==> config.mk <==
export PLATFORM = sky130hd
export DESIGN_NAME = esr_special_regs
export DESIGN_NICKNAME = d
export VERILOG_FILES = /design/src/design/esr_special_regs.v
export VERILOG_INCLUDE_DIRS = /design/src /design/src/design
export SDC_FILE = /design/constraint.sdc
export NUM_CORES = 1
export LEC_CHECK = 0
export BUFFER_PORTS_ARGS = -buffer_cell sky130_fd_sc_hd__buf_2
export CAP_MARGIN = 0
export CORE_ASPECT_RATIO = 0.8
export CORE_MARGIN = 2
export CORE_UTILIZATION = 28
export CTS_CLUSTER_SIZE = 25
export DETAILED_ROUTE_END_ITERATION = 16
export SYNTH_ARGS = -nofsm -noshare
export SYNTH_HDL_FRONTEND = slang
export SYNTH_SLANG_ARGS = --single-unit
export TNS_END_PERCENT = 50
==> constraint.sdc <==
create_clock -name i_clk -period 2.5 [get_ports i_clk]
set_input_delay 0.125 -clock i_clk [delete_from_list [all_inputs] [get_ports i_clk]]
set_output_delay 0.125 -clock i_clk [all_outputs]
set_load 0.01 [all_outputs]
==> src/design/esr_defs.vh <==
// Purpose: constants for the exception special register block
// Assumes: bit numbers are little-endian (bit 0 = lsb); printed big-endian
//          bit n maps to lsb index 31-n
// Notes:   definitions only
`ifndef ESR_DEFS_VH
`define ESR_DEFS_VH

// ----------------------------------------------------------------------
// special register selects
// ----------------------------------------------------------------------
`define ESR_SEL_FLOAT_STATUS  14'h0007
`define ESR_SEL_BRANCH_TGT    14'h000B
`define ESR_SEL_FAULT_DATA    14'h000D
`define ESR_SEL_STACK_LOW     14'h0800
`define ESR_SEL_STACK_HIGH    14'h0802

// ----------------------------------------------------------------------
// reset values
// ----------------------------------------------------------------------
`define ESR_RST_BRANCH_TGT    32'h00000000
`define ESR_RST_FAULT_DATA    32'h00000000
`define ESR_RST_STACK_LOW     32'h00000000
`define ESR_RST_STACK_HIGH    32'hFFFFFFFF
`define ESR_RST_FLAGS         5'h00

// ----------------------------------------------------------------------
// float status flag positions (lsb index; printed bits 27..31)
// ----------------------------------------------------------------------
`define ESR_FS_INVALID        4
`define ESR_FS_DIV_ZERO       3
`define ESR_FS_OVERFLOW       2
`define ESR_FS_UNDERFLOW      1
`define ESR_FS_DENORM         0

// ----------------------------------------------------------------------
// exception cause codes and status word fields (lsb index)
// ----------------------------------------------------------------------
`define ESR_EC_INSTR_STORAGE  5'h11
`define ESR_EC_DATA_TLB_MISS  5'h12
`define ESR_EC_INSTR_TLB_MISS 5'h13
`define ESR_EC_STACK_VIOL     5'h07
`define ESR_SW_DELAY_SLOT     12
`define ESR_SW_BIT20          11
`define ESR_SW_BIT21          10

`endif

==> src/design/esr_special_regs.v <==
// Purpose: exception special registers: branch target, float status,
//          stream fault data, stack limits with checks, status word
// Assumes: pipeline events are one-cycle pulses synchronous to i_clk
// Notes:   read data and all outputs are registered (one cycle latency);
//          registers left out by the options read as their reset value;
//          a flag set in the cycle of a float status write is dropped;
//          a stack violation records its own cause unless a take wins
//
// Contract
// - instruction storage: bit 20 is zone fault, bits 21:26 read zero
// - data tlb miss: bit 21 is store; instruction tlb miss: all zero
// - branch target register exists only with exception support
// - capture delay-slot branch target while exception-in-progress clear
// - branch target 32 bits, read-only at 0x000B, resets zero
// - float status read and written at select 0x0007
// - float flags sticky; only special write clears them
// - flags at bits 27..31, reset zero, bits 0:26 reserved
// - stream exception stores offending stream data word
// - fault data 32 bits at 0x000D, resets zero
// - fault data exists only with links above zero and option one
// - stack-pointer access below low limit raises stack violation
// - stack low limit 32 bits at 0x0800, resets zero
// - stack-pointer access above high limit raises stack violation
// - stack high limit 32 bits at 0x0802, resets all ones
// - stack limits and checks exist only with stack protection on
// - cause codes 10001, 10010, 10011 for the three faults
// - delay-slot flag bit 19 set when excepting instruction in slot; a stack violation recorded by the block clears it
`include "esr_defs.vh"

module esr_special_regs #(
  parameter USE_EXCEPTIONS          = 1,
  parameter stream_link_count       = 1,
  parameter stream_exception_option = 1,
  parameter USE_STACK_PROTECTION    = 1
) (
  input  wire        i_clk,             // processor clock
  input  wire        i_rst_n,           // sync reset, active low
  input  wire        i_mfs,             // move_from_special read strobe
  input  wire        i_mts,             // move_to_special write strobe
  input  wire [13:0] i_special_sel,     // special_reg_select
  input  wire [31:0] i_mts_data,        // write data
  output reg  [31:0] o_mfs_data,        // read data, valid cycle after
  input  wire        i_branch_ds,       // delay-slot branch executes
  input  wire [31:0] i_branch_target,   // its target address
  input  wire        i_exc_in_progress, // exception_in_progress flag
  input  wire [4:0]  i_fpu_flags_set,   // flags to set (inv,dz,of,uf,do)
  input  wire        i_stream_exc,      // stream exception event
  input  wire [31:0] i_stream_data,     // stream word that caused it
  input  wire        i_exc_enable,      // exceptions enabled in state word
  input  wire        i_ls_valid,        // load/store issued
  input  wire        i_ls_base_sp,      // base_operand is stack_pointer_gpr
  input  wire [31:0] i_ls_addr,         // effective address on data bus
  input  wire        i_exc_take,        // exception being recorded
  input  wire [4:0]  i_exc_cause,       // cause code of that exception
  input  wire        i_exc_in_slot,     // excepting instr in delay slot
  input  wire        i_zone_fault,      // zone protection caused fault
  input  wire        i_tlb_store,       // tlb miss came from a store
  output reg  [12:0] o_status_word,     // status bits 19..31 (lsb=31)
  output reg         o_stack_violation  // stack violation pulse
);

  localparam HAS_BRANCH_TGT = (USE_EXCEPTIONS != 0);
  localparam HAS_FAULT_DATA = (stream_link_count > 0) &&
                              (stream_exception_option == 1);
  localparam HAS_STK = (USE_STACK_PROTECTION == 1);

  // ----------------------------------------------------------------------
  // register state
  // ----------------------------------------------------------------------
  reg [31:0] delay_branch_target_reg;
  reg [4:0]  float_status_flags_reg;
  reg [31:0] stream_fault_data_reg;
  reg [31:0] stack_low_limit_reg;
  reg [31:0] stack_high_limit_reg;
  reg [31:0] delay_branch_target_next;
  reg [31:0] stream_fault_data_next;
  reg [31:0] stack_low_limit_next;
  reg [31:0] stack_high_limit_next;
  reg [4:0]  flags_next;
  reg [31:0] rd_next;
  reg [6:0]  spec_status_next;
  reg [12:0] status_next;
  reg        viol_next;

  // ----------------------------------------------------------------------
  // helper functions
  // ----------------------------------------------------------------------
  // strobe aimed at one special register
  function sel_hit;
    input        strobe;
    input [13:0] sel;
    input [13:0] code;
    begin
      sel_hit = strobe && (sel == code);
    end
  endfunction

  // unsigned 32-bit compare, a strictly below b
  function addr_lt;
    input [31:0] a;
    input [31:0] b;
    begin
      addr_lt = (a < b);
    end
  endfunction

  // one sticky flag: a write value wins, else set or hold
  function sticky;
    input cur;
    input set;
    input wr;
    input wval;
    begin
      if (wr) begin
        sticky = wval;
      end else begin
        sticky = cur | set;
      end
    end
  endfunction

  // ----------------------------------------------------------------------
  // select decode
  // ----------------------------------------------------------------------
  wire wr_fs     = sel_hit(i_mts, i_special_sel, `ESR_SEL_FLOAT_STATUS);
  wire wr_low    = sel_hit(i_mts, i_special_sel, `ESR_SEL_STACK_LOW);
  wire wr_high   = sel_hit(i_mts, i_special_sel, `ESR_SEL_STACK_HIGH);
  wire rd_flags  = sel_hit(1'b1, i_special_sel, `ESR_SEL_FLOAT_STATUS);
  wire rd_branch = sel_hit(1'b1, i_special_sel, `ESR_SEL_BRANCH_TGT);
  wire rd_fault  = sel_hit(1'b1, i_special_sel, `ESR_SEL_FAULT_DATA);
  wire rd_low    = sel_hit(1'b1, i_special_sel, `ESR_SEL_STACK_LOW);
  wire rd_high   = sel_hit(1'b1, i_special_sel, `ESR_SEL_STACK_HIGH);

  // ----------------------------------------------------------------------
  // event qualification
  // ----------------------------------------------------------------------
  // a branch inside a handler must not clobber the saved target
  wire branch_capture = HAS_BRANCH_TGT && i_branch_ds && !i_exc_in_progress;
  wire fault_capture  = HAS_FAULT_DATA && i_stream_exc;
  wire set_invalid    = i_fpu_flags_set[`ESR_FS_INVALID];
  wire set_div_zero   = i_fpu_flags_set[`ESR_FS_DIV_ZERO];
  wire set_overflow   = i_fpu_flags_set[`ESR_FS_OVERFLOW];
  wire set_underflow  = i_fpu_flags_set[`ESR_FS_UNDERFLOW];
  wire set_denorm     = i_fpu_flags_set[`ESR_FS_DENORM];

  // ----------------------------------------------------------------------
  // branch target capture
  // ----------------------------------------------------------------------
  always @* begin
    delay_branch_target_next = delay_branch_target_reg;
    if (branch_capture) begin
      delay_branch_target_next = i_branch_target;
    end
  end

  always @(posedge i_clk) begin
    if (!i_rst_n || !HAS_BRANCH_TGT) begin
      delay_branch_target_reg <= `ESR_RST_BRANCH_TGT;
    end else begin
      delay_branch_target_reg <= delay_branch_target_next;
    end
  end

  // ----------------------------------------------------------------------
  // float status flags
  // ----------------------------------------------------------------------
  always @* begin
    flags_next[`ESR_FS_INVALID] =
      sticky(float_status_flags_reg[`ESR_FS_INVALID], set_invalid,
             wr_fs, i_mts_data[`ESR_FS_INVALID]);
    flags_next[`ESR_FS_DIV_ZERO] =
      sticky(float_status_flags_reg[`ESR_FS_DIV_ZERO], set_div_zero,
             wr_fs, i_mts_data[`ESR_FS_DIV_ZERO]);
    flags_next[`ESR_FS_OVERFLOW] =
      sticky(float_status_flags_reg[`ESR_FS_OVERFLOW], set_overflow,
             wr_fs, i_mts_data[`ESR_FS_OVERFLOW]);
    flags_next[`ESR_FS_UNDERFLOW] =
      sticky(float_status_flags_reg[`ESR_FS_UNDERFLOW], set_underflow,
             wr_fs, i_mts_data[`ESR_FS_UNDERFLOW]);
    flags_next[`ESR_FS_DENORM] =
      sticky(float_status_flags_reg[`ESR_FS_DENORM], set_denorm,
             wr_fs, i_mts_data[`ESR_FS_DENORM]);
  end

  always @(posedge i_clk) begin
    if (!i_rst_n) begin
      float_status_flags_reg <= `ESR_RST_FLAGS;
    end else begin
      float_status_flags_reg <= flags_next;
    end
  end

  // ----------------------------------------------------------------------
  // stream fault data
  // ----------------------------------------------------------------------
  always @* begin
    stream_fault_data_next = stream_fault_data_reg;
    if (fault_capture) begin
      stream_fault_data_next = i_stream_data;
    end
  end

  always @(posedge i_clk) begin
    if (!i_rst_n || !HAS_FAULT_DATA) begin
      stream_fault_data_reg <= `ESR_RST_FAULT_DATA;
    end else begin
      stream_fault_data_reg <= stream_fault_data_next;
    end
  end

  // ----------------------------------------------------------------------
  // stack limits and checks
  // ----------------------------------------------------------------------
  always @* begin
    stack_low_limit_next  = stack_low_limit_reg;
    stack_high_limit_next = stack_high_limit_reg;
    if (wr_low) begin
      stack_low_limit_next = i_mts_data;
    end
    if (wr_high) begin
      stack_high_limit_next = i_mts_data;
    end
  end

  always @(posedge i_clk) begin
    if (!i_rst_n || !HAS_STK) begin
      stack_low_limit_reg  <= `ESR_RST_STACK_LOW;
      stack_high_limit_reg <= `ESR_RST_STACK_HIGH;
    end else begin
      stack_low_limit_reg  <= stack_low_limit_next;
      stack_high_limit_reg <= stack_high_limit_next;
    end
  end

  // only stack-pointer based accesses with exceptions on are policed
  wire ls_sp = HAS_STK && i_ls_valid && i_ls_base_sp && i_exc_enable;
  wire below = addr_lt(i_ls_addr, stack_low_limit_reg);
  wire above = addr_lt(stack_high_limit_reg, i_ls_addr);

  always @* begin
    viol_next = 1'b0;
    if (ls_sp) begin
      viol_next = below || above;
    end
  end

  always @(posedge i_clk) begin
    if (!i_rst_n) begin
      o_stack_violation <= 1'b0;
    end else begin
      o_stack_violation <= viol_next;
    end
  end

  // ----------------------------------------------------------------------
  // exception status word: delay slot, specific status, cause
  // ----------------------------------------------------------------------
  // specific status bits 20..26 sit in [6:0]; bit 20 is [6]
  always @* begin
    spec_status_next = 7'h00;
    case (i_exc_cause)
      `ESR_EC_INSTR_STORAGE: begin
        spec_status_next[6] = i_zone_fault;
      end
      `ESR_EC_DATA_TLB_MISS: begin
        spec_status_next[5] = i_tlb_store;
      end
      `ESR_EC_INSTR_TLB_MISS: begin
        spec_status_next = 7'h00;
      end
      default: begin
        spec_status_next = 7'h00;
      end
    endcase
  end

  // a take wins over a violation seen in the same cycle
  always @* begin
    status_next = o_status_word;
    if (i_exc_take) begin
      status_next[`ESR_SW_DELAY_SLOT] = i_exc_in_slot;
      status_next[11:5]               = spec_status_next;
      status_next[4:0]                = i_exc_cause;
    end else if (o_stack_violation) begin
      status_next[`ESR_SW_DELAY_SLOT] = 1'b0;
      status_next[11:5]               = 7'h00;
      status_next[4:0]                = `ESR_EC_STACK_VIOL;
    end
  end

  always @(posedge i_clk) begin
    if (!i_rst_n) begin
      o_status_word <= 13'h0;
    end else begin
      o_status_word <= status_next;
    end
  end

  // ----------------------------------------------------------------------
  // move_from_special read mux
  // ----------------------------------------------------------------------
  always @* begin
    rd_next = 32'h00000000;
    // reserved float bits and unmapped selects read zero
    if (rd_flags) begin
      rd_next[4:0] = float_status_flags_reg;
    end else if (rd_branch) begin
      rd_next = delay_branch_target_reg;
    end else if (rd_fault) begin
      rd_next = stream_fault_data_reg;
    end else if (rd_low) begin
      rd_next = stack_low_limit_reg;
    end else if (rd_high) begin
      rd_next = stack_high_limit_reg;
    end else begin
      rd_next = 32'h00000000;
    end
  end

  always @(posedge i_clk) begin
    if (!i_rst_n) begin
      o_mfs_data <= 32'h00000000;
    end else if (i_mfs) begin
      o_mfs_data <= rd_next;
    end
  end

endmodule // esr_special_regs

==> summary.txt, run 1 <==
Dpl ws = 0.119 ns
Busiest layer in global routing = met2
First-pass GRT wire length = 43.9 mm
Internal power = 4.67 mW
Mapped cell area = 8850 µm²
Largest family of logic cells by synthesized area = simple AND/OR/NAND/NOR gates
PwrDens = 537 nW/µm²
Die Y = 163 µm
Post-route ant nets = 0
Met1 GRT Util = 24.6%
Switching share of power = 27.4%
Critical Path Sink Type = flop
Mean number of vias per cell = 4.63
Post-synthesis sequential area ratio = 39.3%
Largest net degree at the start of global routing = 89
Port Buf Inserts = 206
CTS Buffer Depth = 2
WP data required = 2.80 ns
CP top delay family = compound AO/OA/AOI/OAI gates
Origin of the critical flop-to-flop path = stack_low_limit_reg[20]$_SDFFE_PN0P_
Number of cells on the critical path = 9
Endpoints failing setup = 0
Wirelength, routed = 28.6 mm
Worst setup endpoint = o_stack_violation$_SDFF_PN0_
Area of the die = 33,100 µm²
# H-tree levels = 4
Setup_tns = 0 ns
Syn Area/Cell = 8.37 µm²
Combinational Power Share = 11.8%
Hold violation count in the final report = 0
Initial core utilization = 28.3%
Worst hold start = i_exc_cause[1]
Register bit count reported by yosys = 174
WHS Path Cells = 3
Commonest non-fill, non-tap cell in the layout = nand2_1
Post-synthesis mux area share = 3.86%
Sw Pwr = 1.76 mW
Clock latency on the worst-skew pair = 0.45 ns
Critical-path cell list = inv_1 -> ha_1 -> nand4_1 -> o21ai_0 -> a21oi_1 -> a2111oi_1 -> buf_4 -> a211oi_1 -> a22o_1
Xor/xnor share of the synthesized area = 0%
Leak = 5.16 nW
Max-cap viol count = 0
Vias in the first global route = 7,885
Worst-Margin Slew = 0.862 ns
Inserted Clock Buffers = 17
R2R Setup Slk = 0.25 ns
1st-iter DRT viols = 575
DR DRC count = 0
Ys Warns = 0
Cells after DPL = 1,636
Flop pwr share = 44.7%
Routed len/inst = 16.1 µm
CP max FO = 3
Final Worst Setup Slack = 0.251 ns
Antenna violations before repair = 6
Cells after Synth = 1,057
Fillers = 3,140
Global placer's final weighted congestion = 0.864
Worst hold slack = 0.0553 ns
Fmax = 0.445 GHz
Reg2Reg Depth = 9
Clock Sinks = 174
Final std cells w/o fill = 1,778
Pins Over Slew Limit = 0
Met2 Usage GRT = 26.0%
Clock Tree Root = clkbuf_16
Worst setup path category = reg -> reg
Fin nets = 1,571
Post-synthesis async set-or-reset flop share = 0%
Site Rows = 58
M3 GR Usage = 4.19%
Fin util = 38.3%
Worst-path clk slew = 0.07 ns
Relative slew slack = 42.5%
Vias = 8,234
Post-synthesis compound-gate area fraction = 19.3%
Netlist cell types = 51
Worst Setup SP = stack_low_limit_reg[20]$_SDFFE_PN0P_
Crit-path max cell delay = 0.41 ns
Total gr overflow = 0
Total GRT Usage = 17.3%
CP bufs+invs = 2
Capturing point of the worst reg2reg path = o_stack_violation$_SDFF_PN0_
Setup Skew = 0.0137 ns
CTS tree = built
Clock power share = 43.5%
Simple-Gate Fraction of Synth Area = 21.3%
Share of cells above drive strength 1 = 21.8%
Post-synth EDFFs = 0
Die W = 203 µm
Period utilisation layout = 89.9%
RSZ-0062 raised after global routing = false
Commonest cells after routing, fill and taps aside = nand2_1, buf_2, dfxtp_1
Critical-path top delay cell = a2111oi_1
Post-synthesis adder-cell area fraction = 8.76%
Startpoint types = flop
TritonRoute pass-1 iters = 7
Post-layout min period = 2.25 ns
Status = completed
Max IR drop VDD = 418 µV
Worst hold-check path type = in -> reg
CP arrival = 2.55 ns
Io pins = 212
DP HPWL = 20.7 mm
CORE AREA = 31,300 µm²
Main flop type after synthesis = dfxtp_1
P&R area growth vs syn = 35.5%
==> final cells by class <==
class                   instances  area [µm²]  share of cell area (%)
multi-input cells             744        4730                    39.5
diodes                          2        5.00                  0.0417
inverters                      74         278                    2.32
clock buffers                  17         425                    3.55
repair buffers                332        2350                    19.6
flip-flops and latches        174        3480                    29.0
well taps                     420         526                    4.38
clock inverters                15         195                    1.63
==> cell usage after synthesis, drive strengths merged (2+ instances only) <==
| library cell | number | area, µm² |
|---|---|---|
| nand2 | 278 | 1050 |
| dfxtp | 174 | 3480 |
| o21ai | 77 | 479 |
| inv | 74 | 278 |
| a21boi | 67 | 518 |
| ha | 62 | 776 |
| nand3 | 41 | 218 |
| nor2b | 38 | 238 |
| buf | 35 | 253 |
| clkbuf | 34 | 128 |
| mux2i | 33 | 330 |
| a222oi | 31 | 310 |
| a21oi | 22 | 110 |
| nand4 | 14 | 87.6 |
| nor2 | 13 | 48.8 |
| a211oi | 8 | 60.1 |
| nand2b | 6 | 37.5 |
| nor3b | 6 | 83.8 |
| o211a | 5 | 50.1 |
| o22ai | 5 | 31.3 |
| a2111oi | 4 | 35.0 |
| a21o | 4 | 30.0 |
| nor3 | 3 | 15.0 |
| nor4 | 3 | 33.8 |
| o311a | 3 | 30.0 |
| a211o | 2 | 17.5 |
| nand4b | 2 | 17.5 |
| o21a | 2 | 15.0 |
==> worst min-delay path, stage by stage <==
cell and delay, ns:
buf_2 0.10, nand2b_1 0.10, o311a_1 0.14
==> metal layers <==
metal  wire, µm  vias up  share of wire (%)
met3       1660       37                5.8
met5         43        -               0.15
met4        530        8                1.9
met1      14100     3772                 49
met2      12300      219                 43
li1           -     4198                  -
==> power by group through the flow <==
stage          clock network (mW)  logic, mW  registers [mW]
4_1_cts                      2.87      0.764            2.87
3_5_place_dp                    0      0.631            2.94
5_1_grt                      2.99      0.843            2.88
2_1_floorplan                   0      0.334            2.93
3_3_place_gp                    0      0.619            2.94
6_report                     2.80      0.760            2.88
==> repair_timing <==
action / CTS / global route
resized for setup: 0 / 1
setup endpoints to repair: 0 / 1
setup buffers: 0 / 0
hold buffers: 108 / 0
hold endpoints to repair: 138 / 0
==> through the flow <==
step                      power [mW]  area (µm²)
final                           6.44       12000
after global routing            6.71       12000
after CTS                       6.51       12000
after detailed placement        3.57       10300
after global placement          3.56       10300
after floorplan                 3.26        8870
==> how the worst min path moves through the flow <==
stage / end / slack, ns
6_report: o_status_word[1]$_SDFFE_PN0P_ / 0.06
5_1_grt: o_status_word[2]$_SDFFE_PN0P_ / 0.06
4_1_cts: o_status_word[2]$_SDFFE_PN0P_ / 0.01
3_5_place_dp: stack_high_limit_reg[22]$_SDFFE_PN1P_ / 0.36
3_3_place_gp: stack_high_limit_reg[27]$_SDFFE_PN1P_ / 0.35
2_1_floorplan: stack_high_limit_reg[10]$_SDFFE_PN1P_ / 0.25
==> logic make-up (layout without fill, tap and decap cells) <==
family | Yosys count | count (layout)
adder cells (fa/ha/maj) | 62 | 62
AO/OA/AOI/OAI | 232 | 232
flip-flops | 174 | 174
AND/OR/NAND/NOR | 411 | 411
other | 1 | 7
multiplexers | 34 | 34
buffers and inverters | 143 | 438
Power figures use the tool's default switching activity.
==> run 2: changes to the inputs <==
--- a/config.mk
+++ b/config.mk
@@ -8,11 +8,14 @@
 export LEC_CHECK = 0
 export BUFFER_PORTS_ARGS = -buffer_cell sky130_fd_sc_hd__buf_2
 export CAP_MARGIN = 0
+export CELL_PAD_IN_SITES_DETAIL_PLACEMENT = 1
+export CELL_PAD_IN_SITES_GLOBAL_PLACEMENT = 1
 export CORE_ASPECT_RATIO = 0.8
 export CORE_MARGIN = 2
 export CORE_UTILIZATION = 28
 export CTS_CLUSTER_SIZE = 25
 export DETAILED_ROUTE_END_ITERATION = 16
+export PLACE_DENSITY_LB_ADDON = 0.1
 export SYNTH_ARGS = -nofsm -noshare
 export SYNTH_HDL_FRONTEND = slang
 export SYNTH_SLANG_ARGS = --single-unit
==> run 2 against run 1 <==
Count of clock-buffer cells in the layout grew 3. Worst hold slack lost 0.035 ns. Die area is the same. Maximum frequency grew 0.50%. Design area is essentially flat. Via count grew 1.2%. Global-route usage grew 2.4 points. Worst setup slack gained 0.011 ns. Cell count shrank 0.22%. Combinational power grew 2%. Non-clock buffer count shrank 2. Critical path depth is the same. Critical path type unchanged. Critical endpoint unchanged. Largest cell class unchanged.
==> summary.txt, run 2 (synthesis gave the netlist of run 1 again) <==
Share of cells above drive strength 1 = 21.9% (was 21.8%)
P&R area growth vs syn = 35.5% (about the same)
CP arrival = 2.57 ns (was 2.55 ns)
Final std cells w/o fill = 1,774 (was 1,778)
CTS tree = built (unchanged)
Hold violation count in the final report = 0 (unchanged)
Reg2Reg Depth = 9 (unchanged)
Endpoints failing setup = 0 (unchanged)
Die Y = 163 µm (unchanged)
Inserted Clock Buffers = 17 (unchanged)
Mean number of vias per cell = 4.70 (was 4.63)
Setup Skew = 0.00844 ns (was 0.0137 ns)
Sw Pwr = 1.67 mW (was 1.76 mW)
RSZ-0062 raised after global routing = false (unchanged)
Setup_tns = 0 ns (unchanged)
Total gr overflow = 0 (unchanged)
Commonest cells after routing, fill and taps aside = nand2_1, buf_2, dfxtp_1 (unchanged)
Vias = 8,333 (was 8,234)
Worst-Margin Slew = 0.802 ns (was 0.862 ns)
Pins Over Slew Limit = 0 (unchanged)
Initial core utilization = 28.3% (unchanged)
Post-CTS Hold Buffers = 106 (was 108)
First-pass GRT wire length = 49.6 mm (was 43.9 mm)
Global placer's final weighted congestion = 0.769 (was 0.864)
Die W = 203 µm (unchanged)
Antenna violations before repair = 0 (was 6)
Fillers = 3,742 (was 3,140)
Critical Path Sink Type = flop (unchanged)
DR DRC count = 0 (unchanged)
Post-layout min period = 2.24 ns (was 2.25 ns)
CP max FO = 3 (unchanged)
Worst setup path category = reg -> reg (unchanged)
DR WL met2 = 14.2 mm (was 12.3 mm)
Startpoint types = flop (unchanged)
Flop pwr share = 43.8% (was 44.7%)
Max layer used = met4 (was met5)
Final antenna diode count = 0 (was 2)
Wirelength, routed = 32.0 mm (was 28.6 mm)
PwrDens = 547 nW/µm² (was 537 nW/µm²)
Status = completed (unchanged)
Site Rows = 58 (unchanged)
DP HPWL = 22.6 mm (was 20.7 mm)
Port Buf Inserts = 206 (unchanged)
# H-tree levels = 4 (unchanged)
Commonest non-fill, non-tap cell in the layout = nand2_1 (unchanged)
Met3 Routed Length = 1.22 mm (was 1.66 mm)
Worst-path clk slew = 0.07 ns (about the same)
Final Worst Setup Slack = 0.263 ns (was 0.251 ns)
Post-route ant nets = 0 (unchanged)
Vias in the first global route = 8,607 (was 7,885)
WP data required = 2.83 ns (was 2.80 ns)
Postcts setup bufs = 0 (unchanged)
Fmax = 0.447 GHz (was 0.445 GHz)
Switching share of power = 25.4% (was 27.4%)
Largest net degree at the start of global routing = 148 (was 89)
Max-cap viol count = 0 (unchanged)
CTS Buffer Depth = 2 (unchanged)
Relative slew slack = 46.0% (was 42.5%)
Clock latency on the worst-skew pair = 0.44 ns (was 0.45 ns)
TritonRoute pass-1 iters = 6 (was 7)
Area of the die = 33,100 µm² (unchanged)
Met1 WL = 16.4 mm (was 14.1 mm)
Max IR drop VDD = 429 µV (was 418 µV)
CORE AREA = 31,300 µm² (unchanged)
Fin nets = 1,569 (was 1,571)
Total GRT Usage = 19.7% (was 17.3%)
Routed len/inst = 18.1 µm (was 16.1 µm)
Clock Tree Root = clkbuf_16 (unchanged)
Clock Sinks = 174 (unchanged)
Clock power share = 44.4% (was 43.5%)
Worst hold-check path type = in -> reg (unchanged)
Period utilisation layout = 89.5% (was 89.9%)
Dpl ws = 0.185 ns (was 0.119 ns)
Cells after DPL = 1,636 (unchanged)
WHS Path Cells = 4 (was 3)
Post-CTS resize count = 0 (unchanged)
Internal power = 4.90 mW (was 4.67 mW)
Combinational Power Share = 11.8% (about the same)
Io pins = 212 (unchanged)
Leak = 5.17 nW (was 5.16 nW)
1st-iter DRT viols = 420 (was 575)
==> run 2: worst max-delay path, stage by stage, from the launching register on <==
cell       delay [ns]
dfxtp_1          0.33
inv_1            0.06
ha_1             0.31
nand4_1          0.16
o21ai_0          0.26
a21oi_1          0.08
a2111oi_0        0.47
buf_4            0.21
a211oi_1         0.05
a22o_1           0.21
==> run 2: cell type report <==
type	instances	area (µm²)	area share (%)
clock buffers	20	467	3.89
clock inverters	12	171	1.43
inverters	74	278	2.32
multi-input cells	744	4730	39.4
flip-flops and latches	174	3480	29.0
well taps	420	526	4.38
repair buffers	330	2340	19.5
==> run 2: through the flow <==
stage          instance area [µm²]  hold slack [ns]  total power, mW  utilization [%]
6_report                     12000           0.0205             6.57             38.4
5_1_grt                      12000           0.0234             6.87             38.4
4_1_cts                      12000         0.000643             6.68             38.4
3_5_place_dp                 10300            0.362             3.59             32.9
3_3_place_gp                 10300            0.357             3.59             32.9
2_1_floorplan                 8870            0.249             3.26                -
==> run 2: final timing paths <==
kind / slack [ns] / from / endpoint
max: 0.26 / stack_low_limit_reg[20]$_SDFFE_PN0P_ / o_stack_violation$_SDFF_PN0_
min: 0.02 / i_fpu_flags_set[3] / float_status_flags_reg[3]$_SDFF_PN0_
max reg2reg: 0.26 / stack_low_limit_reg[20]$_SDFFE_PN0P_ / o_stack_violation$_SDFF_PN0_
min reg2reg: 0.45 / stack_low_limit_reg[16]$_SDFFE_PN0P_ / stack_low_limit_reg[16]$_SDFFE_PN0P_
==> run 2: power by group through the flow <==
stage,Sequential (mW),Combinational [mW],Clock [mW]
CTS,2.88,0.783,3.02
global route,2.88,0.867,3.12
finish,2.88,0.772,2.92
global placement,2.94,0.646,0
detailed placement,2.94,0.652,0
floorplan,2.93,0.334,0
==> run 2: layer usage <==
metal / track usage (%) / up-vias
met5: 0 / -
met4: 3.15 / 0
met3: 3.47 / 11
met2: 31.3 / 135
met1: 28.4 / 3997
li1: - / 4190
==> run 3: changes to the inputs <==
--- a/config.mk
+++ b/config.mk
@@ -6,8 +6,8 @@
 export SDC_FILE = /design/constraint.sdc
 export NUM_CORES = 1
 export LEC_CHECK = 0
+export ABC_AREA = 1
 export BUFFER_PORTS_ARGS = -buffer_cell sky130_fd_sc_hd__buf_2
-export CAP_MARGIN = 0
 export CELL_PAD_IN_SITES_DETAIL_PLACEMENT = 1
 export CELL_PAD_IN_SITES_GLOBAL_PLACEMENT = 1
 export CORE_ASPECT_RATIO = 0.8
==> run 3 against run 2 <==
First-iteration DRC count decreased by 15%. Total power increased by 1.8%. Via count rose by 16%. Routed wire length rose by 11%. Flip-flop and latch count did not move. Global-route usage is 2.0 points higher. Sequential share of layout area fell by 0.49 points. Die area increased by 0.33%. Critical path type is now in -> reg.
==> summary.txt, run 3 <==
Status = completed (unchanged)
Fillers = 4,010 (was 3,742)
Largest net degree at the start of global routing = 86 (was 148)
Crit-path max cell delay = 0.60 ns (was 0.47 ns)
Register bit count reported by yosys = 174 (unchanged)
Worst hold-check path type = in -> reg (unchanged)
Mapped cell area = 8880 µm² (was 8850 µm²)
Origin of the critical flop-to-flop path = stack_low_limit_reg[31]$_SDFFE_PN0P_ (was stack_low_limit_reg[20]$_SDFFE_PN0P_)
DR DRC count = 0 (unchanged)
Top-area cell type share of the netlist area = 39.2% (was 39.3%)
Vias = 9,634 (was 8,333)
Final Worst Setup Slack = 0.544 ns (was 0.263 ns)
Post-CTS Hold Buffers = 113 (was 106)
CORE AREA = 31,400 µm² (was 31,300 µm²)
Post-synthesis sequential area ratio = 39.2% (was 39.3%)
Main flop type after synthesis = dfxtp_1 (unchanged)
Design Power = 6.69 mW (was 6.57 mW)
Total gr overflow = 0 (unchanged)
Top post-synthesis cells by area = dfxtp_1, nand2_1, nor2_1 (was dfxtp_1, nand2_1, ha_1)
Inserted Clock Buffers = 17 (unchanged)
Post-synth EDFFs = 0 (unchanged)
CTS Buffer Depth = 2 (unchanged)
CTS tree = built (unchanged)
Post-route ant nets = 0 (unchanged)
Clock latency on the worst-skew pair = 0.44 ns (about the same)
Commonest cells after routing, fill and taps aside = nand2_1, nor2_1, buf_2 (was nand2_1, buf_2, dfxtp_1)
CP max FO = 20 (was 3)
Cells after Synth = 1,293 (was 1,057)
Fmax = 0.511 GHz (was 0.447 GHz)
Worst-Margin Slew = 0.897 ns (was 0.802 ns)
Final antenna diode count = 0 (unchanged)
PwrDens = 548 nW/µm² (was 547 nW/µm²)
DP HPWL = 25.7 mm (was 22.6 mm)
Fin util = 38.9% (was 38.4%)
Top cells by count, synth = nand2_1, nor2_1, dfxtp_1, o21ai_0, nand3_1 (was nand2_1, dfxtp_1, inv_1, ha_1, o21ai_0)
R2R Setup Slk = 0.76 ns (was 0.26 ns)
TritonRoute pass-1 iters = 4 (was 6)
Hold violation count in the final report = 0 (unchanged)
Vias in the first global route = 9,931 (was 8,607)
WP data required = 2.82 ns (was 2.83 ns)
Initial core utilization = 28.3% (about the same)
Die Y = 163 µm (about the same)
WHS Path Cells = 3 (was 4)
Pins Over Slew Limit = 0 (unchanged)
Share of cells above drive strength 1 = 17.5% (was 21.9%)
Routed len/inst = 17.5 µm (was 18.1 µm)
Period utilisation layout = 78.2% (was 89.5%)
Antenna violations before repair = 0 (unchanged)
Startpoint types = input pin (was flop)
Total GRT Usage = 21.7% (was 19.7%)
Leak = 5.95 nW (was 5.17 nW)
Area of the die = 33,200 µm² (was 33,100 µm²)
Global placer's final weighted congestion = 0.820 (was 0.769)
Worst setup path category = in -> reg (was reg -> reg)
Placed inst area = 10,400 µm² (was 10,300 µm²)
Cell taking the most area after synthesis = dfxtp_1 (unchanged)
Site Rows = 58 (unchanged)
Capturing point of the worst reg2reg path = o_stack_violation$_SDFF_PN0_ (unchanged)
Worst hold start = i_mts_data[1] (was i_fpu_flags_set[3])
Mean number of vias per cell = 4.76 (was 4.70)
Reg area = 3480 µm² (unchanged)
Die W = 203 µm (about the same)
RSZ-0062 raised after global routing = false (unchanged)
Critical-path top delay cell = dlygate4sd3_1 (was a2111oi_0)
Io pins = 212 (unchanged)
Top-count cell post-synth = nand2_1 (unchanged)
Worst Hold Path EP = stack_high_limit_reg[1]$_SDFFE_PN1P_ (was float_status_flags_reg[3]$_SDFF_PN0_)
Post-layout min period = 1.96 ns (was 2.24 ns)
Netlist cell types = 28 (was 51)
Syn Area/Cell = 6.87 µm² (was 8.37 µm²)
Design Area, Final = 12,200 µm² (was 12,000 µm²)
Worst hold slack = 0.0225 ns (was 0.0205 ns)
Relative slew slack = 40.1% (was 46.0%)
Critical Path Sink Type = flop (unchanged)
Cells after DPL = 1,879 (was 1,636)
Postcts setup bufs = 0 (unchanged)
Post-CTS resize count = 0 (unchanged)
Port Buf Inserts = 206 (unchanged)
Fin nets = 1,819 (was 1,569)
Max IR drop VDD = 389 µV (was 429 µV)
Clock Sinks = 174 (unchanged)
1st-iter DRT viols = 355 (was 420)
Setup_tns = 0 ns (unchanged)
Worst-path clk slew = 0.07 ns (about the same)
Area of the multi-input gates = 4710 µm² (was 4730 µm²)
CP arrival = 2.28 ns (was 2.57 ns)
P&R area growth vs syn = 37.4% (was 35.5%)
Endpoints failing setup = 0 (unchanged)
Clock Tree Root = clkbuf_16 (unchanged)
Dpl ws = 0.537 ns (was 0.185 ns)
Final std cells w/o fill = 2,024 (was 1,774)
# H-tree levels = 4 (unchanged)
Reg2Reg Depth = 9 (unchanged)
Commonest non-fill, non-tap cell in the layout = nand2_1 (unchanged)
Setup Skew = 0.00979 ns (was 0.00844 ns)
Critical-path cell list = buf_2 -> nor2_1 -> nand3_1 -> buf_4 -> nor3_4 -> buf_4 -> nand3_2 -> nor2_1 -> a211oi_1 -> dlygate4sd3_1 (was inv_1 -> ha_1 -> nand4_1 -> o21ai_0 -> a21oi_1 -> a2111oi_0 -> buf_4 -> a211oi_1 -> a22o_1)
Max-cap viol count = 0 (unchanged)
Post-synthesis async set-or-reset flop share = 0% (unchanged)
Wirelength, routed = 35.5 mm (was 32.0 mm)
First-pass GRT wire length = 55.4 mm (was 49.6 mm)
Ys Warns = 0 (unchanged)
[run 3: changes by cell type after synthesis, sizes merged, moves of 6 or more]
cell,change
a222oi,-31
clkbuf,+23
a21boi,-67
a21oi,+83
nor2,+194
nand2b,-6
buf,-15
nand3,+72
o21ai,+86
nand2,-36
inv,+30
nor2b,-38
mux2i,-33
[run 3: cells by family after synthesis]
| logic type | Yosys count | synth area share (%) |
|---|---|---|
| buffers and inverters | 183 | 8.11 |
| adder cells (fa/ha/maj) | 62 | 8.73 |
| AO/OA/AOI/OAI | 280 | 16.2 |
| AND/OR/NAND/NOR | 593 | 27.7 |
| other | 1 | 0.0422 |
| flip-flops | 174 | 39.2 |
[run 3: cell type report]
cell class                      instances  area share (%)
Clock buffer                           20            3.82
Clock inverter                         12            1.51
Inverter                              106            3.26
Multi-Input combinational cell        940            38.6
Sequential cell                       174            28.5
Tap cell                              420            4.31
Timing Repair Buffer                  352            20.0
[run 3: how the worst max path moves through the flow]
| stage | start | end | slack, ns |
|---|---|---|---|
| finish | i_special_sel[5] | float_status_flags_reg[4]$_SDFF_PN0_ | 0.54 |
| global route | i_special_sel[5] | float_status_flags_reg[4]$_SDFF_PN0_ | 0.40 |
| CTS | i_special_sel[5] | float_status_flags_reg[4]$_SDFF_PN0_ | 0.58 |
| detailed placement | i_special_sel[5] | o_mfs_data[6]$_SDFFE_PN0P_ | 0.54 |
| global placement | i_special_sel[9] | o_mfs_data[0]$_SDFFE_PN0P_ | 0.62 |
| floorplan | i_special_sel[4] | o_mfs_data[18]$_SDFFE_PN0P_ | 1.03 |
[run 3: routing by layer]
metal	vias to the layer above	share of wire, %	routed length, µm	GRT usage [%]
met5	-	0	0	0
met4	0	0.82	290	3.98
met3	16	2.8	997	3.23
met2	134	49	17500	38.7
met1	4645	47	16700	28.0
li1	4839	-	-	-
[run 3: worst max-delay path: cells and delay by family]
kind                   cells  cell delay, ns
AND/OR/NAND/NOR            5            0.87
buffers and inverters      4            1.22
AO/OA/AOI/OAI              1            0.05
[run 3: power breakdown]
group          total, mW  switching, mW  internal (mW)
Sequential          2.91         0.0502           2.86
Combinational      0.781          0.421          0.359
Clock               3.00           1.24           1.76
Total               6.69           1.71           4.98
